### config.mk
export PLATFORM = sky130hd
export DESIGN_NAME = wdg_top
export DESIGN_NICKNAME = d
export VERILOG_FILES = /design/src/hw/wdg_pkg.sv /design/src/hw/wdg_prescaler.sv /design/src/hw/wdg_top.sv
export VERILOG_INCLUDE_DIRS = /design/src /design/src/hw
export SDC_FILE = /design/constraint.sdc
export NUM_CORES = 1
export LEC_CHECK = 0
export ABC_CLOCK_PERIOD_IN_PS = 2300
export BUFFER_PORTS_ARGS = -buffer_cell sky130_fd_sc_hd__buf_2
export CORE_UTILIZATION = 55
export DETAILED_ROUTE_END_ITERATION = 8
export HOLD_SLACK_MARGIN = 0.15
export PLACE_DENSITY = 0.79
export SLEW_MARGIN = 5
export SYNTH_ARGS = -nofsm -noshare
export SYNTH_HDL_FRONTEND = slang
export SYNTH_SLANG_ARGS = --single-unit
### constraint.sdc
create_clock -name clk -period 2.3 [get_ports clk]
set_input_delay 0.23 -clock clk [delete_from_list [all_inputs] [get_ports clk]]
set_output_delay 0.23 -clock clk [all_outputs]
set_load 0.005 [all_outputs]
### src/hw/wdg_cfg.svh
`ifndef WDG_CFG_SVH
`define WDG_CFG_SVH
// Register index and layout
`define WDG_REG_CTRL        8'h2a
`define WDG_REG_OPTIONS     8'h2b
`define WDG_REG_NONE        8'h00
`define WDG_CTRL_RESET      8'h7f
`define WDG_CTRL_EN_BIT     7
`define WDG_CNT_TOP_BIT     6
`define WDG_CNT_ROLL_FROM   7'h40
`define WDG_CNT_ONE         7'h01
// Prescaler chain: single 14-bit timebase counter, one tap per 16384 ticks
`define WDG_PRESC_BITS      14
`define WDG_PRESC_ZERO      14'h0000
`define WDG_PRESC_ONE       14'h0001
`define WDG_TAP_PERIOD      14'h3fff
`define WDG_TB_2MS          2'h0
`define WDG_TB_4MS          2'h1
`define WDG_TB_10MS         2'h2
`define WDG_TB_25MS         2'h3
`define WDG_TB_OFFS_2MS     14'h0000
`define WDG_TB_OFFS_4MS     14'h1000
`define WDG_TB_OFFS_10MS    14'h2000
`define WDG_TB_OFFS_25MS    14'h3000
// Reset pulse timing
`define WDG_CLK_MHZ         25
`define WDG_RST_PULSE_US    30
`define WDG_RST_CYCLES      (`WDG_RST_PULSE_US * `WDG_CLK_MHZ)
`define WDG_RST_CNT_BITS    10
`define WDG_RST_CNT_ZERO    10'h000
`define WDG_RST_CNT_ONE     10'h001
`endif

### src/hw/wdg_pkg.sv
package wdg_pkg;
    typedef struct packed {
        logic       activation_flag;
        logic [6:0] loaded_delay_steps;
    } wdg_ctrl_t;

    typedef struct packed {
        logic [7:0] addr;
        logic [7:0] wdata;
        logic       wr;
        logic       rd;
    } wdg_bus_req_t;

    typedef enum logic [1:0] {
        WDG_RUN,
        WDG_PULSE
    } wdg_state_t;
endpackage : wdg_pkg

### src/hw/wdg_prescaler.sv
`timescale 1ns/1ps
`default_nettype none
`include "wdg_cfg.svh"
module wdg_prescaler (
    input  wire logic       clk,             // System clock
    input  wire logic       sys_rst,         // Sync reset, high
    input  wire logic       ce,              // Clock enable
    input  wire logic       osc_tick,        // One oscillator_derived_clock cycle
    input  wire logic [1:0] timebase_select, // Shared timebase choice
    output logic            tap              // One pulse per 16384 ticks
);
    logic [`WDG_PRESC_BITS-1:0] count;
    logic [`WDG_PRESC_BITS-1:0] offs;

    // Timebase shifts the phase of the shared chain
    always_comb begin
        case (timebase_select)
            `WDG_TB_2MS:  offs = `WDG_TB_OFFS_2MS;
            `WDG_TB_4MS:  offs = `WDG_TB_OFFS_4MS;
            `WDG_TB_10MS: offs = `WDG_TB_OFFS_10MS;
            default:      offs = `WDG_TB_OFFS_25MS;
        endcase
    end

    // Never cleared by counter writes
    always_ff @(posedge clk) begin
        if (sys_rst) begin
            count <= `WDG_PRESC_ZERO;
        end else if (ce && osc_tick) begin
            count <= count + `WDG_PRESC_ONE;
        end
    end

    assign tap = ce && osc_tick && ((count + offs) == `WDG_TAP_PERIOD);
endmodule : wdg_prescaler
`default_nettype wire

### src/hw/wdg_top.sv
// Decided for this implementation: the address-and-strobe port and the register offsets.
`timescale 1ns/1ps
`default_nettype none
`include "wdg_cfg.svh"
module wdg_top (
    input  wire logic       clk,                      // 25 MHz clock
    input  wire logic       sys_rst,                  // Sync reset, high
    input  wire logic       ce,                       // Clock enable
    input  wire logic       osc_tick,                 // Oscillator cycle strobe
    input  wire logic [1:0] timebase_select,          // From clock controller
    input  wire logic       stop_opcode_reset_option, // Halt causes reset
    input  wire logic       hw_watchdog_option,       // Always-on mode
    input  wire logic       halt_exec,                // Halt instruction pulse
    input  wire logic [7:0] bus_addr,                 // Register address
    input  wire logic [7:0] bus_wdata,                // Write data
    input  wire logic       bus_wr,                   // Write strobe
    input  wire logic       bus_rd,                   // Read strobe
    output logic      [7:0] bus_rdata,                // Read data, next cycle
    output logic            reset_n,                  // Reset line, low active
    output logic            halt_allow                // Halt may proceed
);
    wdg_pkg::wdg_bus_req_t req;
    wdg_pkg::wdg_ctrl_t    ctrl;
    wdg_pkg::wdg_state_t   state;
    logic                        tap;
    logic                        active;
    logic                        ctrl_wr;
    logic [6:0]                  next_count;
    logic                        rollover;
    logic                        sw_reset;
    logic                        halt_reset;
    logic                        trigger;
    logic [`WDG_RST_CNT_BITS-1:0] pulse_cnt;

    assign req = '{addr: bus_addr, wdata: bus_wdata, wr: bus_wr, rd: bus_rd};
    assign ctrl_wr = req.wr && (req.addr == `WDG_REG_CTRL);

    // -----------------------------------------------------------------
    // Prescaler
    // -----------------------------------------------------------------
    // Shared chain, phase by timebase
    wdg_prescaler u_presc (
        .clk             (clk),
        .sys_rst         (sys_rst),
        .ce              (ce),
        .osc_tick        (osc_tick),
        .timebase_select (timebase_select),
        .tap             (tap)
    );

    // -----------------------------------------------------------------
    // Counter and enable
    // -----------------------------------------------------------------
    // Hardware option overrides enable
    assign active = hw_watchdog_option || ctrl.activation_flag;

    assign next_count = ctrl.loaded_delay_steps - `WDG_CNT_ONE;

    // Top bit falling edge while active
    assign rollover = tap && !ctrl_wr && active
                   && (ctrl.loaded_delay_steps == `WDG_CNT_ROLL_FROM);

    // Deliberate software reset
    // Sticky enable counts too: clearing the top bit while armed must reset
    assign sw_reset = ctrl_wr && (req.wdata[`WDG_CTRL_EN_BIT] || active)
                   && !req.wdata[`WDG_CNT_TOP_BIT];

    // Halt turns into reset when active or opted
    assign halt_reset = halt_exec && (active || stop_opcode_reset_option);
    assign halt_allow = !halt_reset;

    assign trigger = rollover || sw_reset || halt_reset;

    // Write wins over a same-cycle decrement
    always_ff @(posedge clk) begin
        if (sys_rst) begin
            ctrl <= `WDG_CTRL_RESET;
        end else if (ce) begin
            if (ctrl_wr) begin
                ctrl.loaded_delay_steps <= req.wdata[6:0];
                ctrl.activation_flag <= ctrl.activation_flag
                                        | req.wdata[`WDG_CTRL_EN_BIT];
            end else if (tap) begin
                ctrl.loaded_delay_steps <= next_count;
            end
        end
    end

    // -----------------------------------------------------------------
    // Reset pulse
    // -----------------------------------------------------------------
    // Hold line low for 30 us of clk cycles
    always_ff @(posedge clk) begin
        if (sys_rst) begin
            state     <= wdg_pkg::WDG_RUN;
            pulse_cnt <= `WDG_RST_CNT_ZERO;
        end else if (ce) begin
            case (state)
                wdg_pkg::WDG_RUN: begin
                    if (trigger) begin
                        state     <= wdg_pkg::WDG_PULSE;
                        pulse_cnt <= `WDG_RST_CNT_BITS'(`WDG_RST_CYCLES - 1);
                    end
                end
                wdg_pkg::WDG_PULSE: begin
                    if (pulse_cnt == `WDG_RST_CNT_ZERO) begin
                        state <= wdg_pkg::WDG_RUN;
                    end else begin
                        pulse_cnt <= pulse_cnt - `WDG_RST_CNT_ONE;
                    end
                end
                default: begin
                    state <= wdg_pkg::WDG_RUN;
                end
            endcase
        end
    end

    assign reset_n = (state != wdg_pkg::WDG_PULSE);

    // -----------------------------------------------------------------
    // Read port
    // -----------------------------------------------------------------
    // Side-effect free read
    always_ff @(posedge clk) begin
        if (sys_rst) begin
            bus_rdata <= `WDG_REG_NONE;
        end else if (ce) begin
            if (req.rd && req.addr == `WDG_REG_CTRL) begin
                bus_rdata <= ctrl;
            end else if (req.rd && req.addr == `WDG_REG_OPTIONS) begin
                bus_rdata <= {6'h00, stop_opcode_reset_option, hw_watchdog_option};
            end else begin
                bus_rdata <= `WDG_REG_NONE;
            end
        end
    end
endmodule : wdg_top
`default_nettype wire

-- Word level (Yosys, flattened, before mapping)
Cells that the tools add are included.
- register bits after elaboration: 42
- input bits: 27
- output and inout port bits: 10
- logic and storage cells: 61
- add/subtract/negate cells: 4
- eq/ne operators: 11
- muxes and demuxes: 11
- bitwise gates (word level): 1
- reduce and logical (&&, ||, !) cells: 28
- operator list (kind ; number):
    case mux 14 bit (3 select lines) ; 1
    2-to-1 mux 10 bit ; 2
    case mux 10 bit (2 select lines) ; 1
    == test 8 x 6 -> 1 bit (second input constant) ; 2
    adder 14 x 1 -> 14 bit (second input constant) ; 1
    adder 14 bit ; 1
    == test 14 bit (second input constant) ; 1
    2-to-1 mux 7 bit ; 2
    logical AND 1 bit ; 11
    zero test 10 bit ; 1
    subtractor 10 x 1 -> 10 bit (second input constant) ; 1
    2-to-1 mux 8 bit ; 1
    == test 7 bit (second input constant) ; 1
    subtractor 7 x 1 -> 7 bit (second input constant) ; 1
    2-to-1 mux 2 bit ; 3
    != test 2 bit (second input constant) ; 3
    logical OR 1 bit ; 5
    == test 2 x 1 -> 1 bit (second input constant) ; 2
    zero test 2 bit ; 2
    case mux 2 bit (2 select lines) ; 1
    AND reduction 2 bit ; 2
    AND reduction 4 bit ; 1
    nonzero test 2 bit ; 2
    zero test 1 bit ; 3
    4 further kinds ; 4

-- Longest topological paths before layout
Gate-level depths: netlist of run 1.
- depth after elaboration: 12
- depth in mapped cells: 8
- mapped depth without buffers: 8

-- Modules after synthesis
Synthesis of run 1 repeated with hierarchy kept, for this count alone.
- cells, all modules: 255
- area, all modules: 2187.1 sq um
- modules (own cells, without submodules) (module ; times used ; cells an instance ; area each (sq um) ; seq. area each (sq um)):
    wdg_top ; 1 ; 179 ; 1520.2 ; 540.5
    wdg_prescaler ; 1 ; 76 ; 666.9 ; 280.3

-- Least setup slack after synthesis of run 1
Ideal clock, no wire load.
- kind: flip-flop to flip-flop
- start point: register pulse_cnt[0]
- end point: register pulse_cnt[7]
- library setup time: 0.070 ns
- data arrival time: 1.928 ns
- required time: 2.230 ns
- path slack: 0.302 ns
- stages on the path, launching flop included: 9
- buffers on the path: 0
- period minus slack after synthesis: 1.998 ns
- cells stage by stage: dfxtp_1 > inv_1 > ha_1 > or3b_2 > nor4_4 > or3_4 > or4_4 > xor2_1 > a21oi_1
- longest elaborated chain between the ends: 3
- elaborated cells between the ends (all ways): 6
- those cells by class: add/sub: 1; eq/ne: 1; mux: 2; reduce/logical: 2
- ends and longest elaborated chain (element ; line ; RTL):
    start: declaration ; wdg_top.sv:33 ; logic [`WDG_RST_CNT_BITS-1:0] pulse_cnt;
    start signal: assignment ; wdg_top.sv:96 ; pulse_cnt <= `WDG_RST_CNT_ZERO;
    start signal: assignment ; wdg_top.sv:102 ; pulse_cnt <= `WDG_RST_CNT_BITS'(`WDG_RST_CYCLES - 1);
    start signal: assignment ; wdg_top.sv:109 ; pulse_cnt <= pulse_cnt - `WDG_RST_CNT_ONE;
    subtractor 10 x 1 -> 10 bit (no source line) / zero test 10 bit (equally long branches) ; n/a ;
    2-to-1 mux 10 bit / != test 2 bit (equally long branches) ; n/a ;
    case mux 10 bit (2 select lines) / AND reduction 4 bit (equally long branches) ; n/a ;
Several ways; a longest one is shown, not always the timed one. The select of a mux whose other input is x is not followed.
A chain may end at the register's enable or synchronous reset.

-- Worst setup path in the final report of run 1
- start point: register u_presc.count[0]
- end point: register pulse_cnt[3]
- longest elaborated chain between the ends: 10
- ends and longest elaborated chain (element ; line ; RTL):
    start: declaration ; wdg_prescaler.sv:12 ; logic [`WDG_PRESC_BITS-1:0] count;
    start signal: assignment ; wdg_prescaler.sv:28 ; count <= `WDG_PRESC_ZERO;
    start signal: assignment ; wdg_prescaler.sv:30 ; count <= count + `WDG_PRESC_ONE;
    adder 14 bit ; wdg_prescaler.sv:34 ; assign tap = ce && osc_tick && ((count + offs) == `WDG_TAP_PERIOD);
    == test 14 bit (no source line) ; n/a ;
    logical AND 1 bit ; wdg_prescaler.sv:34 ;
    logical AND 1 bit (3 in series) ; wdg_top.sv:60 ; assign rollover = tap && !ctrl_wr && active
    logical OR 1 bit (2 in series) ; wdg_top.sv:72 ; assign trigger = rollover || sw_reset || halt_reset;
    != test 2 bit (no source line) ; n/a ;
    AND reduction 4 bit (no source line) ; n/a ;
No other way between the ends.

==> out/qor.yml, run 1 <==
finish:
  n_antenna_cell: 0
  syn2layout_area_growth_pct: 18.2
  fin_nets: 322
  drive_gt1_share_pct: 22.3
route:
  ant_nets: 0
  via_per_inst: 5.57
  finalWirelength_um: 4380
  dr.pass1.iters: 4
  drt-wirelength-per-cell_um: 12.9
  drc: 0
  vias: 1895
  drtIter0Drc: 109
synth:
  yosys.area.top_type: "dfxtp_1"
  ys_async_sr_fraction_pct: 0
  ys_seq_elements: 41
  synthesis.nets: 280
  synth_cells: 249
  synth_edf_count: 0
  yosysMostFrequentCell: "nor2_1"
  yosysUniqueCellTypes: 48
  syn-mean-instance-area_um2: 8.41
  syn_area_mm2: 0.00209
  yosysSeqAreaShare_pct: 39.2
  synthTopCellsByCount: "nor2_1, dfxtp_1, a21oi_1"
  synth.top_cell.area_share_pct: 39.2
  synth_area_leaders: "dfxtp_1, nor2_1, a21oi_1, xnor2_1, xor2_1"
  synth_ff_type: "dfxtp_1"
  ys_warn_count: 0
timing:
  min_period_ns: 2.13
  post-route-period-util_pct: 92.7
  worstMarginPinSlew_ns: 0.653
  finalSetupViolCount: 0
  max_clock_freq_mhz: 469
  finalHoldViolations: 0
  maxSlewViolCount: 0
  maxSlewHeadroom_pct: 56.4
  tns_ns: 0
  rsz0062_at_grt: "false"
  clock-skew-final_ns: 0.00960
global_route:
  grt.total_usage_pct: 23.7
  overflow: 0
  grt_max_degree: 30
  antenna_found_initial: 0
  grt_pass1_wl_um: 7590
  grt_pass1_vias: 1727
power_and_ir_drop:
  power_leakage_nw: 1.03
  finalPower_mw: 1.50
  irDropWorstVdd_uv: 358
  power_density_mw_per_mm2: 605
die:
  io_pins: 37
  initial_utilization_pct: 57.2
  row_count: 22
  die_h_um: 63.7
  coreArea_mm2: 0.00366
  die_w_um: 63.7
  die_area_mm2: 0.00406
worst_setup_path:
  critPathLaunchType: "flop"
  path_depth: 8
  end_kind: "flop"
  cp_num_buf_inv: 1
  critical_path.cell_chain: "ha_1 -> nand3_1 -> or4_1 -> nor2_2 -> a31o_2 -> nand3_1 -> buf_4 -> a31oi_1"
  max_stage_delay_ns: 0.59
  r2r_cells: 8
  slowest_stage: "or4_1"
  worstPathRequired_ns: 2.51
  path_max_fanout: 6
  critPathMostFrequentCell: "nand3_1"
  cp_top_family: "simple AND/OR/NAND/NOR gates"
  critPathKind: "flop to flop"
  cp.arrival_ns: 2.34
min_path:
  hp-class: "primary input to flop"
  whs_path_depth: 3
clocking:
  clockRootBuffer: "clkbuf_8"
  clock_sinks: 41
  h-tree-depth: 2
  clock_path_buffers: 2
  clkTransAtPathRegs_ns: 0.08
  ctsHoldBuffers: 0
  insertion_delay_ns: 0.30
  cts-buffers-inserted: 5
  cts_tree: "built"
flow_run:
  timing.max_cap.violations: 0
placed_design:
  port_buffers: 36
  gp_congestion: 0.807
  dp_hpwl_um: 3120
run_status:
  status: "finished, final reports clean"
[tightest hold or removal path, delay by kind of cell]
kind	cells	cell delay [ns]
buf+inv	1	0.09
compound gates	1	0.07
simple gates	1	0.07
[cell families (layout without fill, tap and decap cells)]
family	after synthesis	in the layout	share of synthesized area, %
AO/OA/AOI/OAI	59	59	17.7
XOR/XNOR	15	15	6.99
adder cells (fa/ha/maj)	4	4	2.39
buffers and inverters	18	61	3.77
flip-flops	41	41	39.2
multiplexers	5	5	2.39
AND/OR/NAND/NOR	107	107	27.6
[area by class of cell]
cell class,count,area [um^2]
sequential,41,821
inverter,7,26.3
timing repair buffer,46,255
clock buffer,6,72.6
tap,48,60.1
multi-input combinational,190,1200
clock inverter,2,38.8
fill,300,1190
[routing by layer]
metal	wire length (um)	up-vias	track usage [%]	share of wire, %
li1	-	984	-	-
met1	2240	876	32.3	51
met2	1960	28	37.0	45
met3	126	7	4.35	2.9
met4	56	0	8.52	1.3
met5	0	-	0	0
[registers in the layout, indices dropped and copies added, names as in the netlist]
| register | cells |
|---|---|
| pulse_cnt | 10 |
| ctrl | 8 |
| u_presc.count | 14 |
| state | 1 |
| bus_rdata | 8 |
[repair_timing]
item | 4_1_cts | 5_1_grt
setup buffers | 0 | 0
setup endpoints to repair | 0 | 2
resized for setup | 0 | 2
[where the power goes]
| group | total (mW) | switching, mW | leakage [nW] | internal [mW] |
|---|---|---|---|---|
| logic | 0.178 | 0.0926 | 0.643 | 0.0857 |
| clock network | 0.572 | 0.246 | 0.0554 | 0.326 |
| registers | 0.748 | 0.0205 | 0.332 | 0.727 |
[through the flow]
| stage | setup WS, ns | std cells | hold WS, ns | instance area, um^2 | util, % |
|---|---|---|---|---|---|
| after floorplan | 0.302 | 249 | 0.388 | 2090 | - |
| after global placement | 0.237 | 332 | 0.463 | 2360 | 64.4 |
| after detailed placement | 0.174 | 332 | 0.474 | 2360 | 64.4 |
| after CTS | 0.123 | 340 | 0.197 | 2470 | 67.4 |
| after global routing | 0.0362 | 340 | 0.238 | 2470 | 67.6 |
| final | 0.168 | 340 | 0.199 | 2470 | 67.6 |
[layout by cell type (no fill, tap or decap), types with 3 or more instances in the layout]
master	n
buf_4	10
nand4_1	5
or3_1	4
xor2_1	7
dfxtp_1	41
and3_1	4
buf_2	36
or4_1	3
ha_1	4
a21oi_1	20
o21bai_1	4
inv_1	7
nand2b_1	3
a31oi_1	9
a211o_1	3
nand3_1	10
mux2i_1	5
xnor2_1	7
clkbuf_8	5
nor3_1	5
o21ai_0	7
nand2_1	11
a22oi_1	6
nor2_1	42
[worst paths after layout]
path	slack, ns	end	startpoint
max reg2reg	0.17	pulse_cnt[3]	u_presc.count[0]
min reg2reg	0.49	bus_rdata[1]	bus_rdata[1]
min	0.20	ctrl[7]	bus_wdata[7]
max	0.17	pulse_cnt[3]	u_presc.count[0]
Note: power is estimated with default switching activity, not from simulation.
==> inputs of run 2 (changes only) <==
--- a/config.mk
+++ b/config.mk
@@ -11,8 +11,10 @@
 export CORE_UTILIZATION = 55
 export DETAILED_ROUTE_END_ITERATION = 8
 export HOLD_SLACK_MARGIN = 0.15
-export PLACE_DENSITY = 0.79
+export PLACE_DENSITY = 0.78
+export RECOVER_POWER = 50
 export SLEW_MARGIN = 5
 export SYNTH_ARGS = -nofsm -noshare
 export SYNTH_HDL_FRONTEND = slang
+export SYNTH_HIERARCHICAL = 1
 export SYNTH_SLANG_ARGS = --single-unit
==> out/qor.yml, run 2 <==
flow_run:
  timing.max_cap.violations: 0
die:
  die_area_mm2: 0.00423
  io_pins: 37
  initial_utilization_pct: 58.4
  die_w_um: 65.1
  row_count: 22
  coreArea_mm2: 0.00374
  die_h_um: 65.1
global_route:
  grt_pass1_wl_um: 8520
  grtUsageMet2_pct: 43.0
  overflow: 0
  grt_pass1_vias: 1878
  antenna_found_initial: 0
  grt_max_degree: 26
  grt.total_usage_pct: 26.4
  met1_usage_pct: 33.4
  grt.busiest_layer: "met2"
  use_met3_pct: 6.34
worst_setup_path:
  critPathLaunchType: "flop"
  r2r_cells: 9
  crit_start: "u_presc/count[1]"
  cp.arrival_ns: 2.41
  rrSetupSlack_ns: 0.08
  endpoint: "pulse_cnt[3]"
  end_kind: "flop"
  worstPathRequired_ns: 2.49
  rr_endpoint: "pulse_cnt[3]"
  critPathKind: "flop to flop"
  r2r_start: "u_presc/count[1]"
  path_max_fanout: 8
synth:
  synthesis.nets: 287
  synth_edf_count: 0
  synth_area_leaders: "dfxtp_1, nor2_1, nand2_1, ha_1, xor2_1"
  synthTopCellsByCount: "dfxtp_1, nor2_1, nand2_1"
  ys_async_sr_fraction_pct: 0
  synth_ff_type: "dfxtp_1"
  synth.top_cell.area_share_pct: 37.5
  yosysSeqAreaShare_pct: 37.5
  syn-mean-instance-area_um2: 8.58
  ys_seq_elements: 41
  yosys.area.top_type: "dfxtp_1"
  yosysUniqueCellTypes: 60
  synth_cells: 255
  syn_area_mm2: 0.00219
  ys_warn_count: 6
min_path:
  hp-class: "primary input to flop"
timing:
  post-route-period-util_pct: 96.6
  min_period_ns: 2.22
  max_clock_freq_mhz: 450
  finalHoldViolations: 0
  rsz0062_at_grt: "false"
  finalSetupViolCount: 0
  tns_ns: 0
  maxSlewViolCount: 0
  worstMarginPinSlew_ns: 1.06
  clock-skew-final_ns: 0.00442
  worst_slack_ns: 0.0779
  maxSlewHeadroom_pct: 29.1
clocking:
  cts_tree: "built"
  h-tree-depth: 2
  insertion_delay_ns: 0.29
  ctsHoldBuffers: 0
  clockRootBuffer: "clkbuf_8"
  clock_path_buffers: 2
  clock_sinks: 41
  clkTransAtPathRegs_ns: 0.08
  cts-buffers-inserted: 5
route:
  drt-wirelength-per-cell_um: 14.5
  drc: 0
  ant_nets: 0
  vias: 2043
  via_per_inst: 5.85
  finalWirelength_um: 5050
  drtIter0Drc: 108
  dr.pass1.iters: 4
finish:
  syn2layout_area_growth_pct: 18.1
  largest_reg_flops: 14
  layout_commonest_cell: "nor2_1"
  drive_gt1_share_pct: 24.3
  final_cells: 349
  fin_nets: 332
  layout_common_cells: "nor2_1, dfxtp_1, buf_2"
  largestRegisters: "u_presc/count (14), pulse_cnt (10)"
  n_antenna_cell: 0
  regMostFlops: "u_presc/count"
power_and_ir_drop:
  irDropWorstVdd_uv: 378
  power_leakage_nw: 1.00
  power_density_mw_per_mm2: 562
placed_design:
  dp_hpwl_um: 3700
  port_buffers: 36
  dp_slack_ns: -0.000509
  placed_cells: 340
  gp_congestion: 0.853
run_status:
  status: "finished, final reports clean"
run 2: how the worst min path moves through the flow:
stage	from	end	slack, ns	depth (start not counted)
finish	bus_wdata[0]	ctrl[0]	0.19	3
global route	bus_wdata[0]	ctrl[0]	0.19	3
CTS	bus_wdata[0]	ctrl[0]	0.19	3
detailed placement	bus_rdata[0]	bus_rdata[0]	0.47	2
global placement	u_presc/count[1]	u_presc/count[1]	0.46	2
floorplan	sys_rst	u_presc/count[1]	0.30	1
run 2: per-stage QoR:
| step | util, % | power [mW] | hold slack, ns | instance area [um^2] |
|---|---|---|---|---|
| 3_5_place_dp | 65.5 | 0.946 | 0.473 | 2450 |
| 6_report | 69.0 | 1.45 | 0.191 | 2580 |
| 4_1_cts | 68.6 | 1.45 | 0.192 | 2570 |
| 2_1_floorplan | - | 0.882 | 0.299 | 2190 |
| 3_3_place_gp | 65.5 | 0.940 | 0.463 | 2450 |
| 5_1_grt | 69.0 | 1.52 | 0.187 | 2580 |
run 2: area by class of cell:
cell class              count  area [um^2]
flip-flops and latches     41          823
repair buffers             46          245
fillers                   318         1160
inverters                   9         33.8
multi-input cells         197         1320
well taps                  48         60.1
clock inverters             1         5.00
clock buffers               7         96.3
run 2: per-layer routing:
layer  part of all wire (%)  routed length (um)  vias up
li1                       -                   -     1033
met1                     44                2220      934
met2                     48                2450       65
met3                    5.3                 267       11
met4                    2.3                 117        0
met5                      0                   0        -
run 2: cells by family after synthesis:
kind of cell / synth area share (%)
AND/OR/NAND/NOR: 27.3
AO/OA/AOI/OAI: 22.2
flip-flops: 37.5
buffers and inverters: 3.43
XOR/XNOR: 5.21
adder cells (fa/ha/maj): 2.86
multiplexers: 1.43
run 2: worst max-delay path, cell delays in order (launching register included):
cell,delay (ns)
dfxtp_1,0.36
ha_2,0.19
and4_1,0.19
nand4_1,0.15
nor2_2,0.17
and2_1,0.15
nand4_1,0.17
o211ai_4,0.37
a31oi_1,0.14
o221a_1,0.24
run 2: where the power goes:
part,switching (mW),internal (mW),total (mW)
sequential,0.0157,0.724,0.740
clock,0.245,0.271,0.516
combinational,0.111,0.0847,0.196
run 2: what timing repair did:
| item | 4_1_cts | 5_1_grt |
|---|---|---|
| gates resized for setup | 2 | 7 |
| setup endpoints to repair | 1 | 9 |
| pin swaps | 0 | 8 |
| buffers inserted | 0 | 1 |
==> inputs of run 3 (changes only) <==
--- a/config.mk
+++ b/config.mk
@@ -6,6 +6,7 @@
 export SDC_FILE = /design/constraint.sdc
 export NUM_CORES = 1
 export LEC_CHECK = 0
+export ABC_AREA = 1
 export ABC_CLOCK_PERIOD_IN_PS = 2300
 export BUFFER_PORTS_ARGS = -buffer_cell sky130_fd_sc_hd__buf_2
 export CORE_UTILIZATION = 55
==> out/qor.yml, run 3 <==
timing:
  maxSlewHeadroom_pct: 37.8
  maxSlewViolCount: 0
  tns_ns: 0
  finalSetupViolCount: 0
  post-route-period-util_pct: 87.8
  finalHoldViolations: 0
  clock-skew-final_ns: 0.00515
  rsz0062_at_grt: "false"
  min_period_ns: 2.02
  max_clock_freq_mhz: 495
  worstMarginPinSlew_ns: 0.933
finish:
  largest_reg_flops: 14
  syn2layout_area_growth_pct: 12.7
  regMostFlops: "u_presc/count"
  utilization_pct: 65.9
  drive_gt1_share_pct: 18.6
  fin_nets: 413
  n_antenna_cell: 0
  layout_commonest_cell: "nand2_1"
  layout_common_cells: "nand2_1, inv_1, dfxtp_1"
  largestRegisters: "u_presc/count (14), pulse_cnt (10)"
  final_area_mm2: 0.00269
die:
  die_w_um: 67.9
  die_h_um: 67.9
  io_pins: 37
  coreArea_mm2: 0.00409
  row_count: 23
  initial_utilization_pct: 58.5
  die_area_mm2: 0.00461
power_and_ir_drop:
  irDropWorstVdd_uv: 488
  p_comb_share_pct: 14.8
  internal_power_mw: 1.15
  power_density_mw_per_mm2: 583
  p_sw_uw: 421
  p_sw_share_pct: 26.8
  power_leakage_nw: 1.21
  seq_power_share_pct: 48.3
  pwr-share-clk_pct: 36.9
worst_setup_path:
  critPathLaunchType: "flop"
  worstPathRequired_ns: 2.49
  cp.arrival_ns: 2.21
  slowest_stage: "dfxtp_1"
  max_stage_delay_ns: 0.36
  path_max_fanout: 10
  critPathKind: "flop to flop"
  critical_path.cell_chain: "ha_1 -> inv_1 -> nor3_2 -> nand4_1 -> nor2_1 -> nand4_1 -> nand3_2 -> nand2_4 -> nand2_8 -> nand2_1 -> nand2_1 -> nor2_1"
  end_kind: "flop"
clocking:
  clkTransAtPathRegs_ns: 0.08
  clockRootBuffer: "clkbuf_8"
  cts_resized: 0
  post_cts_buffers: 0
  cts_tree: "built"
  clock_path_buffers: 2
  clock_sinks: 41
  cts-buffers-inserted: 5
  h-tree-depth: 2
  ctsHoldBuffers: 0
  insertion_delay_ns: 0.29
synth:
  ys_async_sr_fraction_pct: 0
  yosysSeqAreaShare_pct: 34.3
  synthTopCellsByCount: "nand2_1, inv_1, dfxtp_1"
  yosys.area.top_type: "dfxtp_1"
  yosysUniqueCellTypes: 38
  yosysMostFrequentCell: "nand2_1"
  synth_ff_type: "dfxtp_1"
  syn_area_mm2: 0.00239
  synth_edf_count: 0
  synthesis.nets: 375
  synth.top_cell.area_share_pct: 34.3
  syn-mean-instance-area_um2: 6.97
  synth_area_leaders: "dfxtp_1, nand2_1, inv_1, nand3_1, nor2_1"
  ys_seq_elements: 41
  synth_cells: 343
  ys_warn_count: 6
route:
  dr.pass1.iters: 4
  finalWirelength_um: 5240
  drc: 0
  vias: 2240
  via_per_inst: 5.19
  ant_nets: 0
  drtIter0Drc: 189
  drt-wirelength-per-cell_um: 12.1
placed_design:
  dp_hpwl_um: 3770
  gp_congestion: 0.888
  post_dp_cell_area_mm2: 0.00262
  port_buffers: 36
run_status:
  status: "finished, final reports clean"
global_route:
  overflow: 0
  grt_max_degree: 22
  grt.total_usage_pct: 24.8
  grt_pass1_wl_um: 8640
  antenna_found_initial: 0
  grt_pass1_vias: 2069
min_path:
  hp-class: "primary input to flop"
flow_run:
  timing.max_cap.violations: 0
-- run 3: layer usage --
metal  vias to the layer above  routed length [um]  GRT usage, %  share of wire (%)
met2                        57                2630          45.2                 50
met4                         0                  55          9.11                1.0
met5                         -                   0             0                  0
met1                       988                2280          28.0                 44
li1                       1189                   -             -                  -
met3                         6                 270          5.33                5.2
-- run 3: critical path: cells and delay by family, from the launching register on --
kind / cells / cell delay [ns]
adder cells (fa/ha/maj): 1 / 0.18
flip-flops: 1 / 0.36
buffers and inverters: 1 / 0.06
AND/OR/NAND/NOR: 10 / 1.32
-- run 3: cell families after synthesis --
kind of cell               synth area share (%)
AOI/OAI and AO/OA                          15.1
xor gates and xnor gates                   2.20
adders and majority gates                  2.62
buffers and inverters                      10.0
DFF                                        34.3
and+or+nand+nor                            35.8
-- run 3: worst paths after layout --
path / to / slack, ns / cells after the start / startpoint
worst max-delay path: pulse_cnt[4] / 0.28 / 12 / u_presc/count[0]
worst min-delay path: ctrl[5] / 0.19 / 3 / bus_wdata[5]
worst max register to register: pulse_cnt[4] / 0.28 / 12 / u_presc/count[0]
worst min register to register: ctrl[7] / 0.49 / 2 / ctrl[7]
-- run 3: metrics by stage --
step	setup slack, ns	std cells	hold WS, ns	power [mW]
global placement	0.396	424	0.455	0.998
floorplan	0.522	343	0.306	0.936
global route	0.116	432	0.219	1.65
finish	0.281	432	0.194	1.57
CTS	0.277	432	0.199	1.58
detailed placement	0.303	424	0.471	1.01
-- run 3: power groups by stage --
stage / registers [mW] / clock network [mW] / logic (mW)
6_report: 0.758 / 0.580 / 0.232
5_1_grt: 0.763 / 0.626 / 0.265
4_1_cts: 0.758 / 0.586 / 0.235
3_5_place_dp: 0.774 / 0 / 0.231
3_3_place_gp: 0.773 / 0 / 0.224
2_1_floorplan: 0.767 / 0 / 0.168
-- run 3: area by class of cell --
cell class	instances	area, um^2
inverter	53	199
clock inverter	2	38.8
fill	378	1390
multi-input combinational	241	1310
tap	50	62.6
clock buffer	6	72.6
timing repair buffer	39	193
sequential	41	821
